**config.mk**
```make
export PLATFORM = sky130hd
export DESIGN_NAME = ofc_top
export DESIGN_NICKNAME = d
export VERILOG_FILES = /design/src/rtl/ofc_top.v
export VERILOG_INCLUDE_DIRS = /design/src /design/src/rtl
export SDC_FILE = /design/constraint.sdc
export NUM_CORES = 1
export LEC_CHECK = 0
export ABC_AREA = 1
export BUFFER_PORTS_ARGS = -buffer_cell sky130_fd_sc_hd__buf_2
export CAP_MARGIN = 20
export CORE_MARGIN = 8
export CORE_UTILIZATION = 44
export CTS_CLUSTER_SIZE = 24
export DETAILED_ROUTE_END_ITERATION = 12
export GPL_TIMING_DRIVEN = 0
export PLACE_DENSITY = 0.8
export SLEW_MARGIN = 10
export SYNTH_ARGS = -nofsm -noshare
export SYNTH_HDL_FRONTEND = slang
export SYNTH_SLANG_ARGS = --single-unit
```
**constraint.sdc**
```tcl
create_clock -name REF_CLK -period 2.35 [get_ports REF_CLK]
set_input_delay 0 -clock REF_CLK [delete_from_list [all_inputs] [get_ports REF_CLK]]
set_output_delay 0 -clock REF_CLK [all_outputs]
set_load 0.05 [all_outputs]
```
**src/rtl/ofc_regs.vh**
```
// Purpose : constants for the per-channel output format configuration registers
// Assumes : 8-bit register port, byte addresses as printed
// Notes   : definitions only
`ifndef OFC_REGS_VH
`define OFC_REGS_VH
`define OFC_ADDR_CH0        8'h42
`define OFC_ADDR_CH1        8'h4a
`define OFC_CFG_RESET       8'h00
`define OFC_BIT_UNSIGNED    7
`define OFC_W0_MSB          6
`define OFC_W0_LSB          5
`define OFC_W1_MSB          4
`define OFC_W1_LSB          2
`define OFC_AVG_MSB         1
`define OFC_AVG_LSB         0
`define OFC_W0_SENSOR       2'h0
`define OFC_W0_RAW          2'h1
`define OFC_SHIFT_QUARTER   2'h0
`define OFC_SHIFT_HALF      2'h1
`define OFC_SHIFT_ONE       2'h2
`define OFC_SHIFT_TWO       2'h3
`endif

```
**src/rtl/ofc_top.v**
```verilog
// Purpose : per-channel output format configuration registers and word 0 data selection
// Assumes : register accesses arrive already decoded from the serial links on a byte port
// Notes   : sensitivity scaling uses a fixed-point factor with two fraction bits
`timescale 1ns/100ps
`default_nettype none
`include "ofc_regs.vh"

// Overview of operation
// - shift code 0..3 scales by 0.25, 0.5, 1, 2 with user multiplier.
// - channel 0 config at 0x42, channel 1 at 0x4a, 8 bits, reset zero.
// - both registers read/write and covered by register array error check.
// - access allowed in DSI3, SPI, I2C and PSI5 programming modes.
// - bit7 unsigned, bits6:5 word0 source, bits4:2 word1 source, bits1:0 averaging.
// - unsigned bit selects signed or unsigned sensor data output.
// - word0 source selector picks data for sensor word 0 bytes.
// - code 00 gives sensor data with filter-selected offset cancel.
// - code 01 gives sensor data without offset cancellation.
// - codes 10 and 11 give temperature data in word 0.
// - changing averaging selector resets that channel's processing path.
module ofc_top #(
  parameter DW = 16
) (
  // clock and reset
  input  wire          REF_CLK,
  input  wire          SYS_RST,
  // register port from the serial link decoders
  input  wire          REG_WR,
  input  wire          REG_RD,
  input  wire [7:0]    REG_ADDR,
  input  wire [7:0]    REG_WDATA,
  input  wire          LINK_MODE_OK,
  output reg  [7:0]    REG_RDATA,
  output wire          REG_HIT,
  // channel data sources, signed two's complement
  input  wire [DW-1:0] CH0_OC_DATA,
  input  wire [DW-1:0] CH0_RAW_DATA,
  input  wire [DW-1:0] CH1_OC_DATA,
  input  wire [DW-1:0] CH1_RAW_DATA,
  input  wire [DW-1:0] TEMP_DATA,
  // sensitivity scaling
  input  wire [1:0]    CH0_SHIFT,
  input  wire [1:0]    CH1_SHIFT,
  input  wire [7:0]    CH0_MULT,
  input  wire [7:0]    CH1_MULT,
  // outputs
  output reg  [DW-1:0] CH0_WORD0,
  output reg  [DW-1:0] CH1_WORD0,
  output reg  [17:0]   CH0_GAIN,
  output reg  [17:0]   CH1_GAIN,
  output wire [2:0]    CH0_WORD1_SEL,
  output wire [2:0]    CH1_WORD1_SEL,
  output wire [1:0]    CH0_AVG_SEL,
  output wire [1:0]    CH1_AVG_SEL,
  output reg           CH0_PATH_RST,
  output reg           CH1_PATH_RST,
  output wire [15:0]   CFG_IMAGE
);

  // decoded access qualifiers
  wire          wr_ok;
  wire          rd_ok;
  wire          hit0;
  wire          hit1;
  // stored configuration bytes and their next values
  reg  [7:0]    cfg0_r;
  reg  [7:0]    cfg1_r;
  reg  [7:0]    cfg0_nxt;
  reg  [7:0]    cfg1_nxt;
  // restart pulses for the channel signal paths
  reg           path_rst0_nxt;
  reg           path_rst1_nxt;
  // read data and derived output values
  reg  [7:0]    rdata_nxt;
  reg  [DW-1:0] word0_ch0_nxt;
  reg  [DW-1:0] word0_ch1_nxt;
  reg  [17:0]   gain_ch0_nxt;
  reg  [17:0]   gain_ch1_nxt;

  // address compare shared by both channel decoders
  function addr_is;
    input [7:0] addr;
    input [7:0] target;
    begin
      addr_is = (addr == target);
    end
  endfunction

  // a restart is due only when the averaging period really changes,
  // so rewriting the same period keeps the signal path running
  function avg_changed;
    input [7:0] old_cfg;
    input [7:0] new_cfg;
    begin
      avg_changed = old_cfg[`OFC_AVG_MSB:`OFC_AVG_LSB] !=
                    new_cfg[`OFC_AVG_MSB:`OFC_AVG_LSB];
    end
  endfunction

  // word 0 source mux and sign format; temperature keeps its own format
  function [DW-1:0] word0_pick;
    input [7:0]    cfg;
    input [DW-1:0] oc;
    input [DW-1:0] raw;
    input [DW-1:0] tmp;
    reg   [DW-1:0] d;
    begin
      case (cfg[`OFC_W0_MSB:`OFC_W0_LSB])
        `OFC_W0_SENSOR: d = oc;
        `OFC_W0_RAW:    d = raw;
        default:        d = tmp;
      endcase
      // unsigned: flip the sign bit to offset binary, sensor data only
      if (cfg[`OFC_W0_MSB]) begin
        word0_pick = d;
      end else if (cfg[`OFC_BIT_UNSIGNED]) begin
        word0_pick = {~d[DW-1], d[DW-2:0]};
      end else begin
        word0_pick = d;
      end
    end
  endfunction

  // factor in quarters times multiplier: 0.25 -> 1, 2 -> 8
  function [17:0] gain_of;
    input [1:0] sh;
    input [7:0] m;
    begin
      case (sh)
        `OFC_SHIFT_QUARTER: gain_of = {10'h000, m};
        `OFC_SHIFT_HALF:    gain_of = {9'h000, m, 1'b0};
        `OFC_SHIFT_ONE:     gain_of = {8'h00, m, 2'h0};
        `OFC_SHIFT_TWO:     gain_of = {7'h00, m, 3'h0};
        default:            gain_of = 18'h00000;
      endcase
    end
  endfunction

  // access is refused outside the link modes that may reach these registers
  assign wr_ok = REG_WR & LINK_MODE_OK;
  assign rd_ok = REG_RD & LINK_MODE_OK;
  assign hit0  = addr_is(REG_ADDR, `OFC_ADDR_CH0);
  assign hit1  = addr_is(REG_ADDR, `OFC_ADDR_CH1);

  // next configuration bytes; each address reaches one channel only
  always @* begin
    cfg0_nxt      = cfg0_r;
    cfg1_nxt      = cfg1_r;
    path_rst0_nxt = 1'b0;
    path_rst1_nxt = 1'b0;
    if (wr_ok & hit0) begin
      cfg0_nxt      = REG_WDATA;
      path_rst0_nxt = avg_changed(cfg0_r, REG_WDATA);
    end
    if (wr_ok & hit1) begin
      cfg1_nxt      = REG_WDATA;
      path_rst1_nxt = avg_changed(cfg1_r, REG_WDATA);
    end
  end

  // next read data; unmapped reads give zero, refused reads keep the last byte
  always @* begin
    rdata_nxt = REG_RDATA;
    if (rd_ok) begin
      if (hit0) begin
        rdata_nxt = cfg0_r;
      end else if (hit1) begin
        rdata_nxt = cfg1_r;
      end else begin
        rdata_nxt = 8'h00;
      end
    end
  end

  // word 0 and gain follow config and sources one clock late
  always @* begin
    word0_ch0_nxt = word0_pick(cfg0_r, CH0_OC_DATA, CH0_RAW_DATA, TEMP_DATA);
    word0_ch1_nxt = word0_pick(cfg1_r, CH1_OC_DATA, CH1_RAW_DATA, TEMP_DATA);
    gain_ch0_nxt  = gain_of(CH0_SHIFT, CH0_MULT);
    gain_ch1_nxt  = gain_of(CH1_SHIFT, CH1_MULT);
  end

  // configuration storage and one-cycle restart pulses
  always @(posedge REF_CLK or posedge SYS_RST) begin
    if (SYS_RST) begin
      cfg0_r       <= `OFC_CFG_RESET;
      cfg1_r       <= `OFC_CFG_RESET;
      CH0_PATH_RST <= 1'b0;
      CH1_PATH_RST <= 1'b0;
    end else begin
      cfg0_r       <= cfg0_nxt;
      cfg1_r       <= cfg1_nxt;
      CH0_PATH_RST <= path_rst0_nxt;
      CH1_PATH_RST <= path_rst1_nxt;
    end
  end

  // read data registered; it holds until the next allowed read
  always @(posedge REF_CLK or posedge SYS_RST) begin
    if (SYS_RST) begin
      REG_RDATA <= 8'h00;
    end else begin
      REG_RDATA <= rdata_nxt;
    end
  end

  // data words and gains registered so outputs come from flip-flops;
  // the extra clock of latency is the price of glitch-free words
  always @(posedge REF_CLK or posedge SYS_RST) begin
    if (SYS_RST) begin
      CH0_WORD0 <= {DW{1'b0}};
      CH1_WORD0 <= {DW{1'b0}};
      CH0_GAIN  <= 18'h00000;
      CH1_GAIN  <= 18'h00000;
    end else begin
      CH0_WORD0 <= word0_ch0_nxt;
      CH1_WORD0 <= word0_ch1_nxt;
      CH0_GAIN  <= gain_ch0_nxt;
      CH1_GAIN  <= gain_ch1_nxt;
    end
  end

  // field fan-out; the image feeds the array error checker
  assign REG_HIT       = hit0 | hit1;
  assign CH0_WORD1_SEL = cfg0_r[`OFC_W1_MSB:`OFC_W1_LSB];
  assign CH1_WORD1_SEL = cfg1_r[`OFC_W1_MSB:`OFC_W1_LSB];
  assign CH0_AVG_SEL   = cfg0_r[`OFC_AVG_MSB:`OFC_AVG_LSB];
  assign CH1_AVG_SEL   = cfg1_r[`OFC_AVG_MSB:`OFC_AVG_LSB];
  assign CFG_IMAGE     = {cfg1_r, cfg0_r};

endmodule
`default_nettype wire

```
==> Word-level counts from Yosys, hierarchy flattened <==
Cells that the tools add are included.
{ "classes": {"muxes": 12, "n_eq_ne": 12, "n_bitwise": 7, "reduce_logical": 4} }
{ "ops": {"columns": ["op", "n"], "rows": [
  ["one-hot mux 18 bit (4 select lines)", 2],
  ["two-way mux 16 bit", 4],
  ["one-hot mux 16 bit (2 select lines)", 2],
  ["equality test 8 x 7 -> 1 bit, second input constant", 2],
  ["two-way mux 8 bit", 2],
  ["equality test 2 x 1 -> 1 bit, second input constant", 4],
  ["equality test 2 bit, second input constant", 4],
  ["logical NOT 2 bit", 4],
  ["AND 1 bit", 4],
  ["!= test 2 bit", 2],
  ["two-way mux 1 bit", 2],
  ["inverter 1 bit", 2],
  ["OR 1 bit", 1]
]} }
{ "totals": {"word_cells": 44, "out_inout_bits": 105, "regBits": 94} }

==> Logic depth before layout (Yosys ltp) <==
Gate-level depths: netlist of run 1.
{ "depth": {"word_depth": 5, "ltp_mapped": 8} }

==> Least setup slack after synthesis of run 1 <==
No wires, ideal clock.
{ "synth_path": {"path_type": "reg2reg", "start": "register cfg0_r[5]", "end": "register CH0_WORD0[10]", "setup_slack_ns": 0.938, "path_stages_with_launch": 5, "arrival_time_ns": 1.325, "path_buffers": 2, "setup_ns": 0.087, "required_time_ns": 2.263, "cell_sequence": "dfrtp_1 -> buf_4 -> clkbuf_1 -> nand3_1 -> o211ai_1"} }
{ "synth_between": {"elab_chain_len": 4, "elab_cells_between_ends": 5} }
{ "synth_rtl": {"columns": ["item", "line", "source"], "rows": [
  ["start: declaration", "ofc_top.v:65", "reg [7:0] cfg0_r;"],
  ["start signal: assignment", "ofc_top.v:185", "cfg0_r <= `OFC_CFG_RESET;"],
  ["start signal: assignment", "ofc_top.v:190", "cfg0_r <= cfg0_nxt;"],
  ["equality test 2 x 1 -> 1 bit / logical NOT 2 bit (equally long branches)", "ofc_top.v:107", "case (cfg[`OFC_W0_MSB:`OFC_W0_LSB])"],
  ["one-hot mux 16 bit (2 select lines) *", "ofc_top.v:107", null],
  ["two-way mux 16 bit", "ofc_top.v:115", "end else if (cfg[`OFC_BIT_UNSIGNED]) begin"],
  ["two-way mux 16 bit *", "ofc_top.v:113", "if (cfg[`OFC_W0_MSB]) begin"],
  ["via word0_ch0_nxt[10]", "ofc_top.v:74", "reg [DW-1:0] word0_ch0_nxt;"],
  ["end signal: assignment", "ofc_top.v:210", "CH0_WORD0 <= {DW{1'b0}};"],
  ["end signal: assignment", "ofc_top.v:215", "CH0_WORD0 <= word0_ch0_nxt;"],
  ["end: declaration", "ofc_top.v:46", "output reg [DW-1:0] CH0_WORD0,"]
]} }
Mark *: on every way through the listed nets, which the timed path passes. The rest lies on a longest branch.
A chain may end at the register's enable or synchronous reset.

==> Worst setup path in the final report of run 1 <==
{ "layout_path": {"start": "register cfg1_r[6]", "end": "register CH1_WORD0[7]"} }
{ "layout_between": {"elab_chain_len": 4, "elab_cells_between_ends": 5} }
{ "layout_rtl": {"columns": ["item", "line", "source"], "rows": [
  ["start: declaration", "ofc_top.v:66", "reg [7:0] cfg1_r;"],
  ["start signal: assignment", "ofc_top.v:186", "cfg1_r <= `OFC_CFG_RESET;"],
  ["start signal: assignment", "ofc_top.v:191", "cfg1_r <= cfg1_nxt;"],
  ["equality test 2 x 1 -> 1 bit / logical NOT 2 bit (equally long branches)", "ofc_top.v:107", null],
  ["one-hot mux 16 bit (2 select lines)", "ofc_top.v:107", null],
  ["two-way mux 16 bit", "ofc_top.v:115", null],
  ["two-way mux 16 bit *", "ofc_top.v:113", null],
  ["via word0_ch1_nxt[7]", "ofc_top.v:75", "reg [DW-1:0] word0_ch1_nxt;"],
  ["end signal: assignment", "ofc_top.v:211", "CH1_WORD0 <= {DW{1'b0}};"],
  ["end signal: assignment", "ofc_top.v:216", "CH1_WORD0 <= word0_ch1_nxt;"],
  ["end: declaration", "ofc_top.v:47", "output reg [DW-1:0] CH1_WORD0,"]
]} }
Marks and branches as above.

==> results.cfg, run 1 <==
[placement]
place_congestion = 0.891
port-buffer-count = 211
placed_cell_area_um2 = 5190
dp_hpwl_um = 10500
pre_cts_slack_ns = 0.974

[floorplanning]
core_um2 = 8680
pin_count = 226
row_count = 34
die_area_um2 = 12200
fp.dieH_um = 110
initial_core_util_pct = 45.2
die_x_um = 110

[run]
cap_violations = 0

[synth]
syn_inst = 454
ys_seq_elements = 80
synth-seq-area-share_pct = 51.0
synth_top_cell_by_area = dfrtp_1
yosysWarnings = 0
synthTopCellsByArea = dfrtp_1 51%, nand2_1 14%, nand3_1 6.1%
synth_area_um2 = 3930
synth_area_per_cell_um2 = 8.65
synth_top_cell_area_share_pct = 51.0
ys_types = 27

[grt]
antenna_found_initial = 0
grt_pass1_wl_um = 24700
grt_use_total_pct = 24.5
grt_pass1_vias = 4943
grt_max_degree = 42
overflow = 0

[run_status]
status = finished, final reports clean

[sta]
post-route-min-period_ns = 2.03
tightest_slew_ns = 0.594
slew_headroom_pct = 60.4
setup_violations = 0
max_freq_mhz = 492
finalMaxSlewViolations = 0
skew_ns = 0.00934
hold_viol_final = 0
min_period_over_period_pct = 86.5
worst_slack_ns = 0.316
tns_ns = 0
rsz0062_at_grt = false

[worst_setup_path]
timing.rr.start = cfg1_r[6]$_DFFE_PP0P_
worstPathArrival_ns = 2.25
slowest_stage = dlygate4sd3_1
path_cells = inv_2, clkbuf_1, o211ai_1, dlygate4sd3_1
crit_path_start_kind = flop
end_kind = flop
cp_max_fo = 10
crit_required_ns = 2.56
rr_worst_depth = 4
reg2reg_slack_ns = 0.32
cp_num_buf_inv = 3
worstSetupPathType = flop to flop
crit_family = buffers and inverters
worstReg2RegEnd = CH1_WORD0[7]$_DFF_PP0_
max_stage_delay_ns = 0.61

[layout]
nets = 906
final_cell_mix = 221 x buf_2, 150 x nand2_1, 95 x dlygate4sd3_1
fin_area_um2 = 6360
finalCoreUtilization_pct = 73.3
area_growth_pct = 62.0
antennaDiodeCount = 0
drive_above_1_share_pct = 35.5
final_common_cell = buf_2

[pwr]
ir_drop_v = 0.000324
leakage_nw = 3.54
powerDensity_nw_per_um2 = 566

[routing]
antenna_left = 0
drtPass1Iterations = 5
vias = 4625
drtIter0Drc = 297
wl_um = 15400
vias_per_cell = 5.16
drc = 0
wire_per_inst_um = 17.2

[clock_tree]
path_clk_slew_ns = 0.08
cts-htree-levels = 3
cts_made_buffers = 9
cts_sinks = 80
tritoncts = done
clockBufferDepth = 2
cts_post_setup_buffers_inserted = 0
clk-insertion-delay-late_ns = 0.34
cts_root_buf = clkbuf_8

[hold_path]
hold_depth = 4
hp-class = input port to flop
hp-start = CH1_RAW_DATA[15]
min_to = CH1_WORD0[15]$_DFF_PP0_
-- cell usage after synthesis, drive strengths merged --
| cell | number |
|---|---|
| o2111ai | 8 |
| nand2 | 154 |
| o221ai | 4 |
| clkbuf | 2 |
| conb | 1 |
| o211ai | 30 |
| nor2 | 16 |
| inv | 49 |
| o22ai | 4 |
| a21oi | 3 |
| dfrtp | 80 |
| a31oi | 2 |
| buf | 36 |
| xnor2 | 4 |
| nor3 | 2 |
| o21ai | 9 |
| nand3 | 50 |
-- power by group --
part / internal (mW) / leakage (nW) / switching (mW) / total, mW
clock: 0.651 / 0.112 / 0.483 / 1.13
sequential: 1.45 / 0.992 / 0.0323 / 1.48
combinational: 0.344 / 2.44 / 0.639 / 0.982
total: 2.45 / 3.54 / 1.15 / 3.60
-- kinds of logic after synthesis --
family	Yosys count	synth area share, %
AO/OA/AOI/OAI	60	10.9
AND/OR/NAND/NOR	222	25.9
flip-flops	80	51.0
buffers and inverters	87	11.2
XOR/XNOR	4	0.892
other	1	0.0955
-- worst min-delay path, delay by kind of cell --
family / cells / cell delay [ns]
and+or+nand+nor: 2 / 0.16
buffers and inverters: 1 / 0.08
AOI/OAI and AO/OA: 1 / 0.08
-- how the worst max path moves through the flow --
stage | cells past startpoint | endpoint | from
floorplan | 1 | CH0_GAIN[0]$_DFF_PP0_ | SYS_RST
global placement | 2 | cfg0_r[5]$_DFFE_PP0P_ | SYS_RST
detailed placement | 3 | CH1_WORD0[7]$_DFF_PP0_ | cfg1_r[6]$_DFFE_PP0P_
CTS | 4 | CH1_WORD0[12]$_DFF_PP0_ | cfg1_r[6]$_DFFE_PP0P_
global route | 4 | CH1_WORD0[7]$_DFF_PP0_ | cfg1_r[6]$_DFFE_PP0P_
finish | 4 | CH1_WORD0[7]$_DFF_PP0_ | cfg1_r[6]$_DFFE_PP0P_
-- state kept, by name (all words and copies together) (netlist names) --
| signal | cells |
|---|---|
| CH0_WORD0 | 16 |
| REG_RDATA | 8 |
| CH0_GAIN | 11 |
| CH0_PATH_RST | 1 |
| cfg1_r | 8 |
| cfg0_r | 8 |
| CH1_PATH_RST | 1 |
| CH1_GAIN | 11 |
| CH1_WORD0 | 16 |
-- final cells by class --
class	count	area [µm²]
clock inverters	3	65.1
clock buffers	12	155
well taps	108	135
inverters	49	186
fillers	613	2320
plain buffers	38	256
multi-input cells	300	1530
flip-flops and latches	80	2000
repair buffers	307	2030
-- metal layers --
layer | vias to the layer above | track usage [%] | part of all wire, %
met4 | 0 | 15.4 | 5.2
met2 | 296 | 43.4 | 51
li1 | 2110 | - | -
met5 | - | 0 | 0
met1 | 2144 | 25.6 | 36
met3 | 75 | 5.90 | 7.6
-- per-stage QoR --
step                      hold WS, ns  std cells  power (mW)
after floorplan                 0.110        467        2.06
after global placement          0.213        786        2.31
after detailed placement       0.0743        787        2.33
after CTS                     0.00342        897        3.59
after global routing           0.0261        897        3.74
final                          0.0180        897        3.60
-- repair_timing --
| action | 4_1_cts | 5_1_grt |
|---|---|---|
| resized for setup | 0 | 0 |
| hold endpoints to repair | 109 | 0 |
| hold buffers | 95 | 0 |
(Power assumes the default switching activity.)
==> run 2: changes to the inputs <==
--- a/config.mk
+++ b/config.mk
@@ -9,12 +9,13 @@
 export ABC_AREA = 1
 export BUFFER_PORTS_ARGS = -buffer_cell sky130_fd_sc_hd__buf_2
 export CAP_MARGIN = 20
-export CORE_MARGIN = 8
-export CORE_UTILIZATION = 44
+export CORE_ASPECT_RATIO = 1.25
+export CORE_MARGIN = 1.5
+export CORE_UTILIZATION = 40
 export CTS_CLUSTER_SIZE = 24
 export DETAILED_ROUTE_END_ITERATION = 12
 export GPL_TIMING_DRIVEN = 0
-export PLACE_DENSITY = 0.8
+export PLACE_DENSITY = 0.74
 export SLEW_MARGIN = 10
 export SYNTH_ARGS = -nofsm -noshare
 export SYNTH_HDL_FRONTEND = slang
==> run 2 against run 1 <==
Net effect:
- non-clock buffer count is 3 lower
- core utilization shrank 5.9 points
- combinational power fell by 1%
- clock-buffer cell count increased by 2
- largest cell class unchanged
- largest power group unchanged
==> results.cfg, run 2 (same netlist as run 1, synthesis figures left out) <==
[clock_tree]
path_clk_slew_ns = 0.06
cts-htree-levels = 3
cts_sinks = 80
clockBufferDepth = 2
cts_made_buffers = 9
cts_root_buf = clkbuf_16
tritoncts = done
hold_buffers = 92
clk-insertion-delay-late_ns = 0.33
cts_post_setup_buffers_inserted = 0
post_cts_resized = 0

[sta]
post-route-min-period_ns = 2.01
tns_ns = 0
hold_ws_ns = 0.0313
finalMaxSlewViolations = 0
worst_slack_ns = 0.341
max_freq_mhz = 498
slew_headroom_pct = 65.0
skew_ns = 0.00615
tightest_slew_ns = 0.525
min_period_over_period_pct = 85.5
rsz0062_at_grt = false
hold_viol_final = 0
setup_violations = 0

[worst_setup_path]
max_stage_delay_ns = 0.58
reg2reg_slack_ns = 0.34
worstSetupPathType = flop to flop
critical_path_depth = 5
timing.rr.start = cfg0_r[5]$_DFFE_PP0P_
slowest_stage = dlygate4sd3_1
crit_path_start_kind = flop
worstPathArrival_ns = 2.28
rr_worst_depth = 5
path_cells = buf_4, clkbuf_1, nand3_1, o211ai_1, dlygate4sd3_1
crit_required_ns = 2.62
crit_family = buffers and inverters
cp_max_fo = 10
end_kind = flop
cp_num_buf_inv = 3
worstReg2RegEnd = CH0_WORD0[6]$_DFF_PP0_

[layout]
drive_above_1_share_pct = 35.8
antennaDiodeCount = 0
final_cell_mix = 221 x buf_2, 150 x nand2_1, 92 x dlygate4sd3_1
finalNonFillerCells = 913
nets = 903
final_common_cell = buf_2
area_growth_pct = 64.1
top_regs = CH0_WORD0 x16, CH1_WORD0 x16
fin_area_um2 = 6440
finalCoreUtilization_pct = 67.4

[floorplanning]
pin_count = 226
die_x_um = 91.6
die_area_um2 = 10400
row_count = 40
core_um2 = 9560
fp.dieH_um = 114
initial_core_util_pct = 41.1

[routing]
antenna_left = 0
wl_um = 14100
drtPass1Iterations = 5
drtIter0Drc = 214
drc = 0
wire_per_inst_um = 15.4
vias = 4469
vias_per_cell = 4.89

[grt]
antenna_found_initial = 0
grt_pass1_wl_um = 22300
grt_max_degree = 47
overflow = 0
grt_pass1_vias = 4664
grt_use_total_pct = 27.7

[placement]
port-buffer-count = 211
dp_hpwl_um = 9140
pre_cts_slack_ns = 0.941
placed_cell_area_um2 = 5220
place_congestion = 0.909
dpl.cell_count = 805

[run]
cap_violations = 0

[hold_path]
min_to = CH0_WORD0[15]$_DFF_PP0_
hold_depth = 4
hp-class = input port to flop
hp-start = CH0_RAW_DATA[15]

[pwr]
ir_drop_v = 0.000361
leakage_nw = 3.57
powerDensity_nw_per_um2 = 598
p_total_mw = 3.85

[run_status]
status = finished, final reports clean
## run 2: layer usage
layer | track usage, % | up-vias | wire [µm]
li1 | - | 2106 | -
met1 | 29.6 | 2068 | 5160
met2 | 49.9 | 244 | 7350
met3 | 7.20 | 51 | 981
met4 | 14.5 | 0 | 596
met5 | 0 | - | 0
## run 2: area by class of cell
cell class | count | area, µm²
inverter | 49 | 186
fill | 772 | 3120
tap | 126 | 158
timing repair buffer | 304 | 2000
multi-input combinational | 300 | 1530
clock buffer | 14 | 294
buffer | 38 | 256
clock inverter | 2 | 10.0
sequential | 80 | 2000
## run 2: worst register-to-register path, cell delays in order, from the launching register on
cell	delay [ns]
dfrtp_1	0.33
buf_4	0.19
clkbuf_1	0.44
nand3_1	0.24
o211ai_1	0.17
dlygate4sd3_1	0.58
## run 2: worst max-delay path by stage
stage | slack, ns | startpoint | end
2_1_floorplan | 0.30 | SYS_RST | CH0_GAIN[0]$_DFF_PP0_
3_3_place_gp | -0.61 | SYS_RST | CH1_WORD0[8]$_DFF_PP0_
3_5_place_dp | 0.94 | cfg1_r[6]$_DFFE_PP0P_ | CH1_WORD0[9]$_DFF_PP0_
4_1_cts | 0.39 | cfg1_r[6]$_DFFE_PP0P_ | CH1_WORD0[9]$_DFF_PP0_
5_1_grt | 0.29 | cfg0_r[5]$_DFFE_PP0P_ | CH0_WORD0[6]$_DFF_PP0_
6_report | 0.34 | cfg0_r[5]$_DFFE_PP0P_ | CH0_WORD0[6]$_DFF_PP0_
## run 2: power by group
| group | internal [mW] | switching [mW] | total [mW] |
|---|---|---|---|
| clock network | 0.857 | 0.537 | 1.39 |
| logic | 0.340 | 0.631 | 0.971 |
| registers | 1.45 | 0.0303 | 1.48 |
